===== src/rtl/stop_pkg.sv =====
package stop_pkg;

   // Register byte offsets on the bus
   localparam logic [3:0] OFS_STOP_HIGH = 4'h0;
   localparam logic [3:0] OFS_STOP_LOW  = 4'h4;
   localparam logic [3:0] OFS_STANDBY   = 4'h8;
   localparam logic [3:0] OFS_STATUS    = 4'hC;

   // Values after reset
   localparam logic [7:0] STOP_HIGH_RESET = 8'h0F;
   localparam logic [7:0] STOP_LOW_RESET  = 8'hFF;
   localparam logic [3:0] SELECT_RESET    = 4'hF;

   // Field positions inside the high byte
   localparam int ALL_STOP_EN_BIT = 7;
   localparam int DMA_BIT         = 5;
   localparam int TRANSFER_BIT    = 4;
   localparam int PULSE_TIMER_BIT = 3;
   localparam int PULSE_GEN_BIT   = 2;
   localparam int DAC_HI_BIT      = 0;
   // Field positions inside the low byte
   localparam int ADC_BIT         = 6;
   localparam int SERIAL0_BIT     = 1;
   localparam int BYTE_TIMER_BIT  = 0;

   // Peripherals that must sit in module stop, over the 16-bit pair
   localparam logic [15:0] ALL_STOP_MASK    = 16'h3D7F;
   localparam logic [15:0] EXCEPT_TIMER_MASK = 16'h3D7E;

   // Standby wait counts in states (one state is one clock)
   localparam int unsigned WAIT_64    = 64;
   localparam int unsigned WAIT_512   = 512;
   localparam int unsigned WAIT_1024  = 1024;
   localparam int unsigned WAIT_2048  = 2048;
   localparam int unsigned WAIT_4096  = 4096;
   localparam int unsigned WAIT_16K   = 16384;
   localparam int unsigned WAIT_32K   = 32768;
   localparam int unsigned WAIT_64K   = 65536;
   localparam int unsigned WAIT_128K  = 131072;
   localparam int unsigned WAIT_256K  = 262144;
   localparam int unsigned WAIT_512K  = 524288;
   localparam int          WAIT_WIDTH = 20;

   // Power control states
   typedef enum logic [3:0] {
      ST_RUN     = 4'b0001,
      ST_ALLSTOP = 4'b0010,
      ST_WAIT    = 4'b0100,
      ST_RELEASE = 4'b1000
   } power_state_t;

   // Clock gate per peripheral, 1 means held in module stop
   typedef struct packed {
      logic       dma;
      logic       transfer_ctrl;
      logic       pulse_timer;
      logic       pulse_gen;
      logic       dac_hi;
      logic       adc;
      logic [4:0] serial;
      logic       byte_timer;
   } periph_gates_t;

endpackage : stop_pkg


===== src/rtl/standby_wait_counter.sv =====
`timescale 1ns/10ps
module standby_wait_counter #(
   parameter int WIDTH = 20
) (
   // Clock and reset
   input  wire logic             clk,
   input  wire logic             resetn,
   // Control
   input  wire logic             start,
   input  wire logic [WIDTH-1:0] target,
   // Result
   output logic                  busy,
   output logic                  done
);

   logic [WIDTH-1:0] count;
   logic [WIDTH-1:0] next_count;
   logic [WIDTH-1:0] limit;
   logic [WIDTH-1:0] next_limit;
   logic             next_busy;
   logic             next_done;

   // Counts states after start and pulses done on the last one
   always_comb begin
      next_count = count;
      next_limit = limit;
      next_busy  = busy;
      next_done  = 1'b0;
      if (start) begin
         next_count = WIDTH'(1);
         next_limit = target;
         next_busy  = 1'b1;
      end else if (busy) begin
         if (count >= limit) begin
            next_busy = 1'b0;
            next_done = 1'b1;
         end else begin
            next_count = count + WIDTH'(1);
         end
      end
   end

   // Registers
   always_ff @(posedge clk) begin
      if (!resetn) begin
         count <= '0;
         limit <= '0;
         busy  <= 1'b0;
         done  <= 1'b0;
      end else begin
         count <= next_count;
         limit <= next_limit;
         busy  <= next_busy;
         done  <= next_done;
      end
   end

endmodule : standby_wait_counter


===== src/rtl/module_stop_and_standby_wait.sv =====
`timescale 1ns/10ps
module module_stop_and_standby_wait #(
   parameter int unsigned WAIT_16K  = stop_pkg::WAIT_16K,
   parameter int unsigned WAIT_32K  = stop_pkg::WAIT_32K,
   parameter int unsigned WAIT_64K  = stop_pkg::WAIT_64K,
   parameter int unsigned WAIT_128K = stop_pkg::WAIT_128K,
   parameter int unsigned WAIT_256K = stop_pkg::WAIT_256K,
   parameter int unsigned WAIT_512K = stop_pkg::WAIT_512K
) (
   // Clock and reset
   input  wire logic                    clk,
   input  wire logic                    resetn,
   // Avalon-MM slave
   input  wire logic [3:0]              avs_address,
   input  wire logic                    avs_read,
   input  wire logic                    avs_write,
   input  wire logic [31:0]             avs_writedata,
   output logic [31:0]                  avs_readdata,
   output logic                         avs_waitrequest,
   // CPU and standby sequencer
   input  wire logic                    sleep_exec,
   input  wire logic                    standby_active,
   input  wire logic                    wake_irq,
   // Clock control outputs
   output stop_pkg::periph_gates_t      periph_gates,
   output logic                         all_clocks_stop,
   output logic                         clock_release
);

   typedef logic [stop_pkg::WAIT_WIDTH-1:0] wait_t;

   // Maps the standby wait selector to a count of states
   function automatic wait_t wait_states(input logic [3:0] sel);
      case (sel)
         4'h5:    wait_states = wait_t'(stop_pkg::WAIT_64);
         4'h6:    wait_states = wait_t'(stop_pkg::WAIT_512);
         4'h7:    wait_states = wait_t'(stop_pkg::WAIT_1024);
         4'h8:    wait_states = wait_t'(stop_pkg::WAIT_2048);
         4'h9:    wait_states = wait_t'(stop_pkg::WAIT_4096);
         4'hA:    wait_states = wait_t'(WAIT_16K);
         4'hB:    wait_states = wait_t'(WAIT_32K);
         4'hC:    wait_states = wait_t'(WAIT_64K);
         4'hD:    wait_states = wait_t'(WAIT_128K);
         4'hE:    wait_states = wait_t'(WAIT_256K);
         4'hF:    wait_states = wait_t'(WAIT_512K);
         default: wait_states = wait_t'(WAIT_512K); // Prohibited codes
      endcase
   endfunction : wait_states

   // Register state
   logic [7:0]             stop_high;
   logic [7:0]             stop_low;
   logic [3:0]             wait_select;
   logic [7:0]             next_stop_high;
   logic [7:0]             next_stop_low;
   logic [3:0]             next_wait_select;
   logic [31:0]            next_readdata;
   logic                   next_waitrequest;
   logic [15:0]            stop_pair;
   logic                   bus_req;
   logic                   bus_take;

   // Power control state
   stop_pkg::power_state_t state;
   stop_pkg::power_state_t next_state;
   logic                   wake_meta;
   logic                   wake_sync;
   logic                   wake_prev;
   logic                   wake_rise;
   logic                   cnt_start;
   logic                   cnt_busy;
   logic                   cnt_done;

   assign stop_pair = {stop_high, stop_low};
   assign bus_req   = avs_read | avs_write;
   assign bus_take  = bus_req & ~avs_waitrequest;
   assign wake_rise = wake_sync & ~wake_prev;

   // Register writes land at the edge that ends the transfer, one edge after the wait state ends
   always_comb begin
      next_stop_high   = stop_high;
      next_stop_low    = stop_low;
      next_wait_select = wait_select;
      if (bus_take && avs_write) begin
         case (avs_address)
            stop_pkg::OFS_STOP_HIGH:
               next_stop_high = avs_writedata[7:0];
            stop_pkg::OFS_STOP_LOW:
               next_stop_low = avs_writedata[7:0];
            stop_pkg::OFS_STANDBY:
               next_wait_select = avs_writedata[3:0];
            default: ;
         endcase
      end
   end

   // One wait cycle per access, read data loaded with the release
   always_comb begin
      next_waitrequest = ~(bus_req & avs_waitrequest);
      next_readdata    = avs_readdata;
      if (bus_req && avs_waitrequest) begin
         case (avs_address)
            stop_pkg::OFS_STOP_HIGH: next_readdata = {24'h0, stop_high};
            stop_pkg::OFS_STOP_LOW:  next_readdata = {24'h0, stop_low};
            stop_pkg::OFS_STANDBY:   next_readdata = {28'h0, wait_select};
            stop_pkg::OFS_STATUS:
               next_readdata = {28'h0, state};
            default:                 next_readdata = 32'h0;
         endcase
      end
   end

   // Register file and bus answer
   always_ff @(posedge clk) begin
      if (!resetn) begin
         stop_high       <= stop_pkg::STOP_HIGH_RESET;
         stop_low        <= stop_pkg::STOP_LOW_RESET;
         wait_select     <= stop_pkg::SELECT_RESET;
         avs_readdata    <= 32'h0;
         avs_waitrequest <= 1'b1;
      end else begin
         stop_high       <= next_stop_high;
         stop_low        <= next_stop_low;
         wait_select     <= next_wait_select;
         avs_readdata    <= next_readdata;
         avs_waitrequest <= next_waitrequest;
      end
   end

   // Peripheral gates come straight from the register bits
   assign periph_gates.dma =
      stop_high[stop_pkg::DMA_BIT];
   assign periph_gates.transfer_ctrl =
      stop_high[stop_pkg::TRANSFER_BIT];
   assign periph_gates.pulse_timer =
      stop_high[stop_pkg::PULSE_TIMER_BIT];
   assign periph_gates.pulse_gen =
      stop_high[stop_pkg::PULSE_GEN_BIT];
   assign periph_gates.dac_hi =
      stop_high[stop_pkg::DAC_HI_BIT];
   assign periph_gates.adc =
      stop_low[stop_pkg::ADC_BIT];
   assign periph_gates.byte_timer =
      stop_low[stop_pkg::BYTE_TIMER_BIT];

   // Serial channels 0..4 on low bits 1..5
   genvar g;
   generate
      for (g = 0; g < 5; g++) begin : g_serial
         assign periph_gates.serial[g] =
            stop_low[stop_pkg::SERIAL0_BIT + g];
      end
   endgenerate

   // Wake interrupt pin passes two flip-flops before use
   always_ff @(posedge clk) begin
      if (!resetn) begin
         wake_meta <= 1'b0;
         wake_sync <= 1'b0;
         wake_prev <= 1'b0;
      end else begin
         wake_meta <= wake_irq;
         wake_sync <= wake_meta;
         wake_prev <= wake_sync;
      end
   end

   // All-stop entry on sleep, wake wait after standby
   always_comb begin
      next_state = state;
      cnt_start  = 1'b0;
      case (state)
         stop_pkg::ST_RUN: begin
            if (standby_active && wake_rise) begin
               next_state = stop_pkg::ST_WAIT;
               cnt_start  = 1'b1;
            end else if (sleep_exec && stop_high[stop_pkg::ALL_STOP_EN_BIT] &&
                         (((stop_pair & stop_pkg::ALL_STOP_MASK) ==
                           stop_pkg::ALL_STOP_MASK) ||
                          ((stop_pair & stop_pkg::EXCEPT_TIMER_MASK) ==
                           stop_pkg::EXCEPT_TIMER_MASK))) begin
               next_state = stop_pkg::ST_ALLSTOP;
            end
         end
         stop_pkg::ST_ALLSTOP: begin
            if (wake_rise) begin
               next_state = stop_pkg::ST_RUN;
            end
         end
         stop_pkg::ST_WAIT: begin
            if (cnt_done) begin
               next_state = stop_pkg::ST_RELEASE;
            end
         end
         stop_pkg::ST_RELEASE: next_state = stop_pkg::ST_RUN;
         default:              next_state = stop_pkg::ST_RUN;
      endcase
   end

   // State register
   always_ff @(posedge clk) begin
      if (!resetn) begin
         state <= stop_pkg::ST_RUN;
      end else begin
         state <= next_state;
      end
   end

   assign all_clocks_stop = state[1];
   assign clock_release   = state[3];

   // Counts the selected states before clocks are released
   standby_wait_counter #(
      .WIDTH (stop_pkg::WAIT_WIDTH)
   ) u_wait (
      .clk    (clk),
      .resetn (resetn),
      .start  (cnt_start),
      .target (wait_states(wait_select)),
      .busy   (cnt_busy),
      .done   (cnt_done)
   );

   // Checking helpers: states spent waiting and the count aimed at
   wait_t wait_seen;
   wait_t wait_goal;
   always_ff @(posedge clk) begin
      if (!resetn) begin
         wait_seen <= '0;
         wait_goal <= '0;
      end else if (cnt_start) begin
         wait_seen <= '0;
         wait_goal <= wait_states(wait_select);
      end else if (state == stop_pkg::ST_WAIT) begin
         wait_seen <= wait_seen + wait_t'(1);
      end
   end
endmodule : module_stop_and_standby_wait


===== config.mk =====
export PLATFORM = sky130hd
export DESIGN_NAME = module_stop_and_standby_wait
export DESIGN_NICKNAME = d
export VERILOG_FILES = /design/src/rtl/stop_pkg.sv /design/src/rtl/standby_wait_counter.sv /design/src/rtl/module_stop_and_standby_wait.sv
export SDC_FILE = /design/constraint.sdc
export NUM_CORES = 1
export LEC_CHECK = 0
export BUFFER_PORTS_ARGS = -buffer_cell sky130_fd_sc_hd__buf_4
export CORE_ASPECT_RATIO = 1.1
export CORE_MARGIN = 5
export CORE_UTILIZATION = 30
export DETAILED_ROUTE_END_ITERATION = 6
export PLACE_DENSITY_LB_ADDON = 0.08
export SLEW_MARGIN = 20
export SYNTH_ARGS = -nofsm -noshare
export SYNTH_HDL_FRONTEND = slang
export SYNTH_SLANG_ARGS = --single-unit

===== constraint.sdc =====
create_clock -name clk -period 2.4 [get_ports clk]
set_clock_uncertainty 0.2 [all_clocks]
set_input_delay 0.24 -clock clk [delete_from_list [all_inputs] [get_ports clk]]
set_output_delay 0.24 -clock clk [all_outputs]
set_load 0.02 [all_outputs]

==> results.cfg, run 1 <==
[synthesis]
yosysWarnings = 0
yosys.area.top_type = dfxtp_1
synth_area_leaders = dfxtp_1 39%, buf_4 7.7%, mux2i_1 6.3%, nor2_1 4.7%, ha_1 4.6%
syn_avg_cell_area_um2 = 8.86
synth_cells = 395
ys.flop_type = dfxtp_1
synth.most_common_cell = dfxtp_1
syn-cell-area_um2 = 3500
synth-edff-count = 0
async_reset_ff_frac = 0
seq_area_frac_synth = 0.395
synth_top_area_frac = 0.395
synth.distinct_cells = 45
synth_common_cells = 69 x dfxtp_1, 44 x nor2_1, 36 x buf_4, 33 x nand2_1
synth.ff_latch_count = 69

[place]
dp_slack_ps = 24.0
place_congestion = 0.749
hpwl_um = 6250
portBuffers = 41

[die]
rows = 41
dieArea_um2 = 13900
die_y_um = 123
initial_core_util = 0.306
die_x_um = 113
ioPinCount = 90
core_area_um2 = 11400

[layout]
final_core_util = 0.380
antenna_cells = 0
drive_gt1_frac = 0.222
syn_to_final_growth_pct = 24.1
nets = 502

[cts]
cts_buffers = 9
ctsHtreeMaxLevel = 3
cts-root-buf = clkbuf_16
clkTransAtPathRegs_ps = 60
cts_tree = yes
clk_latency_ps = 330
cts_num_sinks = 69
clk_path_buf_depth = 2

[global_routing]
grt_pass1_vias = 2759
gr-total-overflow = 0
grt_antenna_before_repair = 0
grt_pass1_wl_um = 14000
grt_max_degree = 25
grt_util_all_layers = 0.130

[sta]
max_freq_mhz = 438
finalHoldViolCount = 0
setup_slack_ps = 114
period_share = 0.952
worst_pin_slew_ps = 676
period_minus_slack_ps = 2290
setup_viol = 0
relSlewSlack = 0.545
drv_slew = 0

[power_and_ir_drop]
p_per_area_nw_per_um2 = 635
peakVddDrop_mv = 0.257
leakagePower_nw = 1.80
power_frac_seq = 0.430
p_int_mw = 2.09
p_clk_frac = 0.482
p_switching_mw = 0.663
p_sw_frac = 0.241
comb_power_share = 0.088

[drt]
drt-initial-drc-count = 117
wl_per_cell_um = 14.5
viasPerCell = 4.68
drc_errors = 0
vias = 2815
firstDrtPassIters = 4
ant_nets = 0
routed_wl_um = 8710

[run_status]
outcome = finished, final reports clean

[critical_path]
path_class = flip-flop to flip-flop
arrival_ps = 2350
path_max_fanout = 7
timing.critical_path.from_type = flip-flop
end_kind = flip-flop
crit_required_ps = 2470

[hold_path]
hold_class = primary input to flip-flop

[run]
drv_cap = 0
registers in the layout (all words and copies together), names as in the netlist:
signal and count:
avs_readdata 8, avs_waitrequest 1, state 4, stop_high 8, stop_low 8, u_wait.busy 1
u_wait.count 20, u_wait.done 1, u_wait.limit 11, wait_select 4, wake_meta 1, wake_prev 1
wake_sync 1
critical path: stages (launching register included):
cell	delay, ps
dfxtp_2	330
inv_1	50
ha_1	300
nand4_1	100
buf_4	160
nor2_1	80
a22oi_4	320
nand3_4	150
or3_4	410
a21oi_2	130
power groups by stage:
stage          sequential [mW]  combinational [mW]  clock, mW
2_1_floorplan             1.21               0.170          0
3_3_place_gp              1.21               0.224          0
3_5_place_dp              1.21               0.226          0
4_1_cts                   1.19               0.238       1.38
5_1_grt                   1.19               0.267       1.41
6_report                  1.19               0.242       1.33
cells in the final DEF (no fill, tap or decap), drive strengths merged, types with 2 or more instances in the layout:
master	instances
mux4	4
nor3b	2
nand2b	3
a32o	2
or2	2
xnor2	2
a22oi	9
o21ai	13
nand3	9
nand4	15
dlygate4sd3	9
nor4	7
xor2	11
nor2	44
or3	7
clkbuf	12
nor2b	2
a21oi	22
inv	20
and2	7
mux2i	22
ha	13
nand2	33
nor3	10
conb	24
mux2	4
buf	58
a211oi	2
clkinv	2
dfxtp	69
nand3b	2
through the flow:
step | instance area [um2] | hold WS, ps | TNS, ps | power [mW] | std cells
2_1_floorplan | 3590 | 165 | 0 | 1.38 | 418
3_3_place_gp | 3870 | 224 | 0 | 1.44 | 573
3_5_place_dp | 3870 | 231 | 0 | 1.44 | 573
4_1_cts | 4250 | 12.2 | 0 | 2.80 | 598
5_1_grt | 4350 | 25.7 | -1.92 | 2.87 | 601
6_report | 4350 | 19.9 | 0 | 2.76 | 601
per-layer routing:
metal,up-vias,wire length [um],track usage,share of wire
met4,0,198,0.0624,0.023
met2,53,4120,0.213,0.47
met5,-,0,0,0
li1,1417,-,-,-
met1,1329,4010,0.164,0.46
met3,16,383,0.0255,0.044
cell type report:
cell class | instances | area [um2]
clock buffers | 12 | 246
clock inverters | 4 | 47.5
fillers | 1193 | 7090
inverters | 20 | 75.1
multi-input cells | 279 | 1880
flip-flops and latches | 69 | 1380
well taps | 150 | 188
repair buffers | 67 | 529
path summary, 6_finish.rpt:
kind | start | endpoint | slack (ps) | cells past startpoint
min | resetn | stop_high[3] | 20 | 2
max | u_wait.limit[18] | u_wait.count[10] | 110 | 9
min reg2reg | wake_meta | wake_sync | 240 | 1
max reg2reg | u_wait.limit[18] | u_wait.count[10] | 110 | 9
timing repair:
action                                  CTS  global route
hold buffers                              9             0
resized for setup                         0            17
hold endpoints to repair                 21             0
endpoints found under the setup margin    0            20
buffers inserted                          0             3
cells by family (layout without fill, tap and decap cells):
| family | Yosys count | in the layout | synth area share |
|---|---|---|---|
| AO/OA/AOI/OAI | 51 | 51 | 0.0901 |
| XOR/XNOR | 13 | 13 | 0.0325 |
| adder cells (fa/ha/maj) | 13 | 13 | 0.0465 |
| buffers and inverters | 71 | 103 | 0.115 |
| flip-flops | 69 | 69 | 0.395 |
| multiplexers | 30 | 30 | 0.102 |
| other | 1 | 24 | 0.00107 |
| AND/OR/NAND/NOR | 147 | 148 | 0.218 |
(Power assumes the default switching activity.)
==> inputs of run 2 (changes only) <==
CTS_CLUSTER_DIAMETER = 200   (was not set)
MAX_ROUTING_LAYER = met4   (was not set)
==> results.cfg, run 2 (synthesized netlist as in run 1, its figures left out) <==
[drt]
ant_nets = 0
drc_errors = 0
drt-initial-drc-count = 148
firstDrtPassIters = 4
routed_wl_um = 8720
wl_per_cell_um = 14.5
viasPerCell = 4.71
vias = 2828

[place]
dp_cells = 573
hpwl_um = 6250
place_area_um2 = 3870
dp_slack_ps = 24.0
portBuffers = 41
place_congestion = 0.759

[cts]
cts_buffers = 9
ctsHtreeMaxLevel = 3
cts_tree = yes
cts-root-buf = clkbuf_16
clkTransAtPathRegs_ps = 60
clk_latency_ps = 330
cts_num_sinks = 69
clk_path_buf_depth = 2

[run]
drv_cap = 0

[die]
ioPinCount = 90
core_area_um2 = 11400
dieArea_um2 = 13900
die_y_um = 123
die_x_um = 113
rows = 41
initial_core_util = 0.306

[power_and_ir_drop]
p_per_area_nw_per_um2 = 635
leakagePower_nw = 1.80
peakVddDrop_mv = 0.260

[global_routing]
gr-total-overflow = 0
grt_pass1_wl_um = 14000
use_met3 = 0.0269
grt_antenna_before_repair = 0
met1_usage = 0.165
grt_busiest_layer = met2
grt_util_all_layers = 0.134
grt_use_met2 = 0.213
grt_pass1_vias = 2759
grt_max_degree = 25

[critical_path]
cp-startpoint = u_wait.limit[18]
r2r-start = u_wait.limit[18]
path_max_fanout = 7
arrival_ps = 2360
reg2reg_to = u_wait.count[10]
path_class = flip-flop to flip-flop
reg2reg_depth = 9
timing.critical_path.from_type = flip-flop
end_kind = flip-flop
crit_required_ps = 2470
rrSetupSlack_ps = 110

[sta]
timing.hold.ws_ps = 19.3
period_minus_slack_ps = 2290
setup_viol = 0
drv_slew = 0
period_share = 0.953
worst_pin_slew_ps = 674
finalHoldViolCount = 0
max_freq_mhz = 437
setup_slack_ps = 113
totalNegativeSetupSlack_ps = 0
relSlewSlack = 0.547

[layout]
final_common_cell = dfxtp_1
nFillCells = 1193
final_cells = 601
antenna_cells = 0
drive_gt1_frac = 0.222
top_register = u_wait.count
reg_top3 = u_wait.count (20), u_wait.limit (11)
layout_common_cells = 67 x dfxtp_1, 57 x buf_4, 44 x nor2_1
syn_to_final_growth_pct = 24.1
nets = 502
largest_reg_flops = 20
fin_area_um2 = 4350

[hold_path]
hold_class = primary input to flip-flop
worstHoldPathCells = 2
hp-start = resetn
holdPathEnd = stop_high[3]

[run_status]
outcome = finished, final reports clean
==> run 2: worst max path at each step <==
stage | depth (start not counted) | endpoint | slack [ps]
final | 9 | u_wait.count[10] | 110
after global placement | 9 | u_wait.count[17] | 40
after floorplan | 8 | u_wait.count[13] | 200
after CTS | 9 | u_wait.count[19] | 20
after detailed placement | 9 | u_wait.count[19] | 20
after global routing | 8 | u_wait.count[10] | -2
==> run 2: per-stage QoR <==
step	power [mW]	utilization
after global placement	1.44	0.338
after CTS	2.80	0.372
final	2.76	0.380
after floorplan	1.38	-
after global routing	2.88	0.380
after detailed placement	1.44	0.338
==> run 2: timing repair <==
item	in CTS	in global routing
endpoints found under the hold margin	21	0
setup buffers	0	3
hold buffers	9	0
resized for setup	0	17
setup endpoints to repair	0	20
==> run 2: layout make-up <==
type	instances	area, um2	area share
tap	150	188	0.0432
clock inverter	4	47.5	0.0109
multi-input combinational	279	1880	0.432
inverter	20	75.1	0.0173
clock buffer	12	246	0.0567
sequential	69	1380	0.318
timing repair buffer	67	529	0.122
==> run 2: critical path: stages (launching register included) <==
cell and delay (ps):
dfxtp_2 330, inv_1 40, ha_1 300, nand4_1 100, buf_4 160, nor2_1 80
a22oi_4 320, nand3_4 150, or3_4 410, a21oi_2 130
==> run 2: routing by layer <==
metal  vias up  part of all wire
met4         0             0.023
met1      1334              0.46
met5         -                 0
met3        17             0.046
li1       1416                 -
met2        61              0.47
==> run 2: where the power goes <==
| group | switching [mW] | internal [mW] | leakage, nW |
|---|---|---|---|
| combinational | 0.141 | 0.100 | 1.09 |
| clock | 0.501 | 0.830 | 0.143 |
| sequential | 0.0220 | 1.16 | 0.559 |
| total | 0.665 | 2.09 | 1.80 |
==> inputs of run 3 (changes only) <==
CORE_UTILIZATION = 48   (was 30)
==> results.cfg, run 3 (synthesized netlist as in run 1, its figures left out) <==
[critical_path]
path_max_fanout = 8
path_class = flip-flop to flip-flop
end_kind = flip-flop
r2r-start = u_wait.count[16]
crit_required_ps = 2480
arrival_ps = 2350
timing.critical_path.from_type = flip-flop
cp-startpoint = u_wait.count[16]

[global_routing]
grt_antenna_before_repair = 0
grt_util_all_layers = 0.178
gr-total-overflow = 0
grt_pass1_vias = 2552
grt_max_degree = 25
grt_pass1_wl_um = 12500

[sta]
max_freq_mhz = 441
timing.hold.ws_ps = 81.9
setup_slack_ps = 133
period_share = 0.945
period_minus_slack_ps = 2270
setup_viol = 0
drv_slew = 0
finalHoldViolCount = 0
relSlewSlack = 0.502
totalNegativeSetupSlack_ps = 0
worst_pin_slew_ps = 746
rsz0062_at_grt = false

[cts]
cts_num_sinks = 69
cts_buffers = 9
clk_path_buf_depth = 2
ctsHtreeMaxLevel = 3
clk_latency_ps = 340
clkTransAtPathRegs_ps = 80
cts-root-buf = clkbuf_8
cts_tree = yes

[place]
dp_slack_ps = 70.1
portBuffers = 41
hpwl_um = 5570
place_congestion = 0.787

[die]
die_y_um = 99.6
initial_core_util = 0.497
dieArea_um2 = 9100
core_area_um2 = 7050
ioPinCount = 90
rows = 32
die_x_um = 91.4

[hold_path]
hp-start = standby_active
hold_class = primary input to flip-flop

[layout]
antenna_cells = 0
largest_reg_flops = 20
top_register = u_wait.count
layout_common_cells = 66 x dfxtp_1, 56 x buf_4, 44 x nor2_1
syn_to_final_growth_pct = 19.5
nets = 502
final_common_cell = dfxtp_1
drive_gt1_frac = 0.228
reg_top3 = u_wait.count (20), u_wait.limit (11)

[run_status]
outcome = finished, final reports clean

[drt]
vias = 2817
viasPerCell = 5.26
drc_errors = 0
wl_per_cell_um = 14.6
firstDrtPassIters = 5
ant_nets = 0
drt-initial-drc-count = 156
routed_wl_um = 7810

[power_and_ir_drop]
p_per_area_nw_per_um2 = 577
peakVddDrop_mv = 0.450
p_switching_mw = 0.587
power_frac_seq = 0.491
comb_power_share = 0.098
leakagePower_nw = 1.76
p_sw_frac = 0.243
p_int_mw = 1.83
p_clk_frac = 0.411
total_power_mw = 2.41

[run]
drv_cap = 0
run 3: cell count changes in the layout (fill, tap and decap cells not counted), sizes merged:
| cell | before | now |
|---|---|---|
| clkinv | 2 | 1 |
| clkbuf | 12 | 13 |
| dlygate4sd3 | 9 | 10 |
| buf | 58 | 57 |
run 3: power groups by stage:
stage	registers [mW]	clock network [mW]	logic, mW
floorplan	1.21	0	0.170
global route	1.19	1.07	0.258
detailed placement	1.21	0	0.219
global placement	1.21	0	0.217
CTS	1.18	1.02	0.233
finish	1.18	0.992	0.236
run 3: final timing paths:
kind | end | slack [ps] | cells after the start
worst min register to register | wake_sync | 240 | 1
worst min-delay path | state[1] | 80 | 4
worst max-delay path | u_wait.count[13] | 130 | 8
worst max register to register | u_wait.count[13] | 130 | 8
run 3: critical path: stages, from the launching register on:
cell     delay (ps)
dfxtp_1         340
ha_1            300
nand4_1         170
buf_4           160
nor2_1           60
a22oi_4         340
nand4_2         140
or3_4           390
a21oi_2         120
run 3: stage by stage:
| step | cells | cell area (um2) | utilization |
|---|---|---|---|
| after floorplan | 418 | 3590 | - |
| after global placement | 508 | 3780 | 0.537 |
| after detailed placement | 508 | 3780 | 0.537 |
| after CTS | 534 | 4100 | 0.581 |
| after global routing | 536 | 4180 | 0.594 |
| final | 536 | 4180 | 0.594 |
run 3: what timing repair did:
| action | CTS | global route |
|---|---|---|
| endpoints found under the hold margin | 21 | 0 |
| hold buffers | 10 | 0 |
| gates resized for setup | 0 | 15 |
| setup endpoints to repair | 0 | 19 |
| setup buffers | 0 | 2 |
run 3: per-layer routing:
metal | track usage | part of all wire
met5 | - | 0
met4 | 0.0869 | 0.019
met3 | 0.0371 | 0.060
met2 | 0.263 | 0.46
met1 | 0.231 | 0.46
run 3: final cells by class:
type / count / area, um2
inverter: 20 / 75.1
sequential: 69 / 1390
timing repair buffer: 67 / 532
multi-input combinational: 279 / 1870
clock buffer: 13 / 169
fill: 654 / 2860
clock inverter: 3 / 42.5
tap: 85 / 106
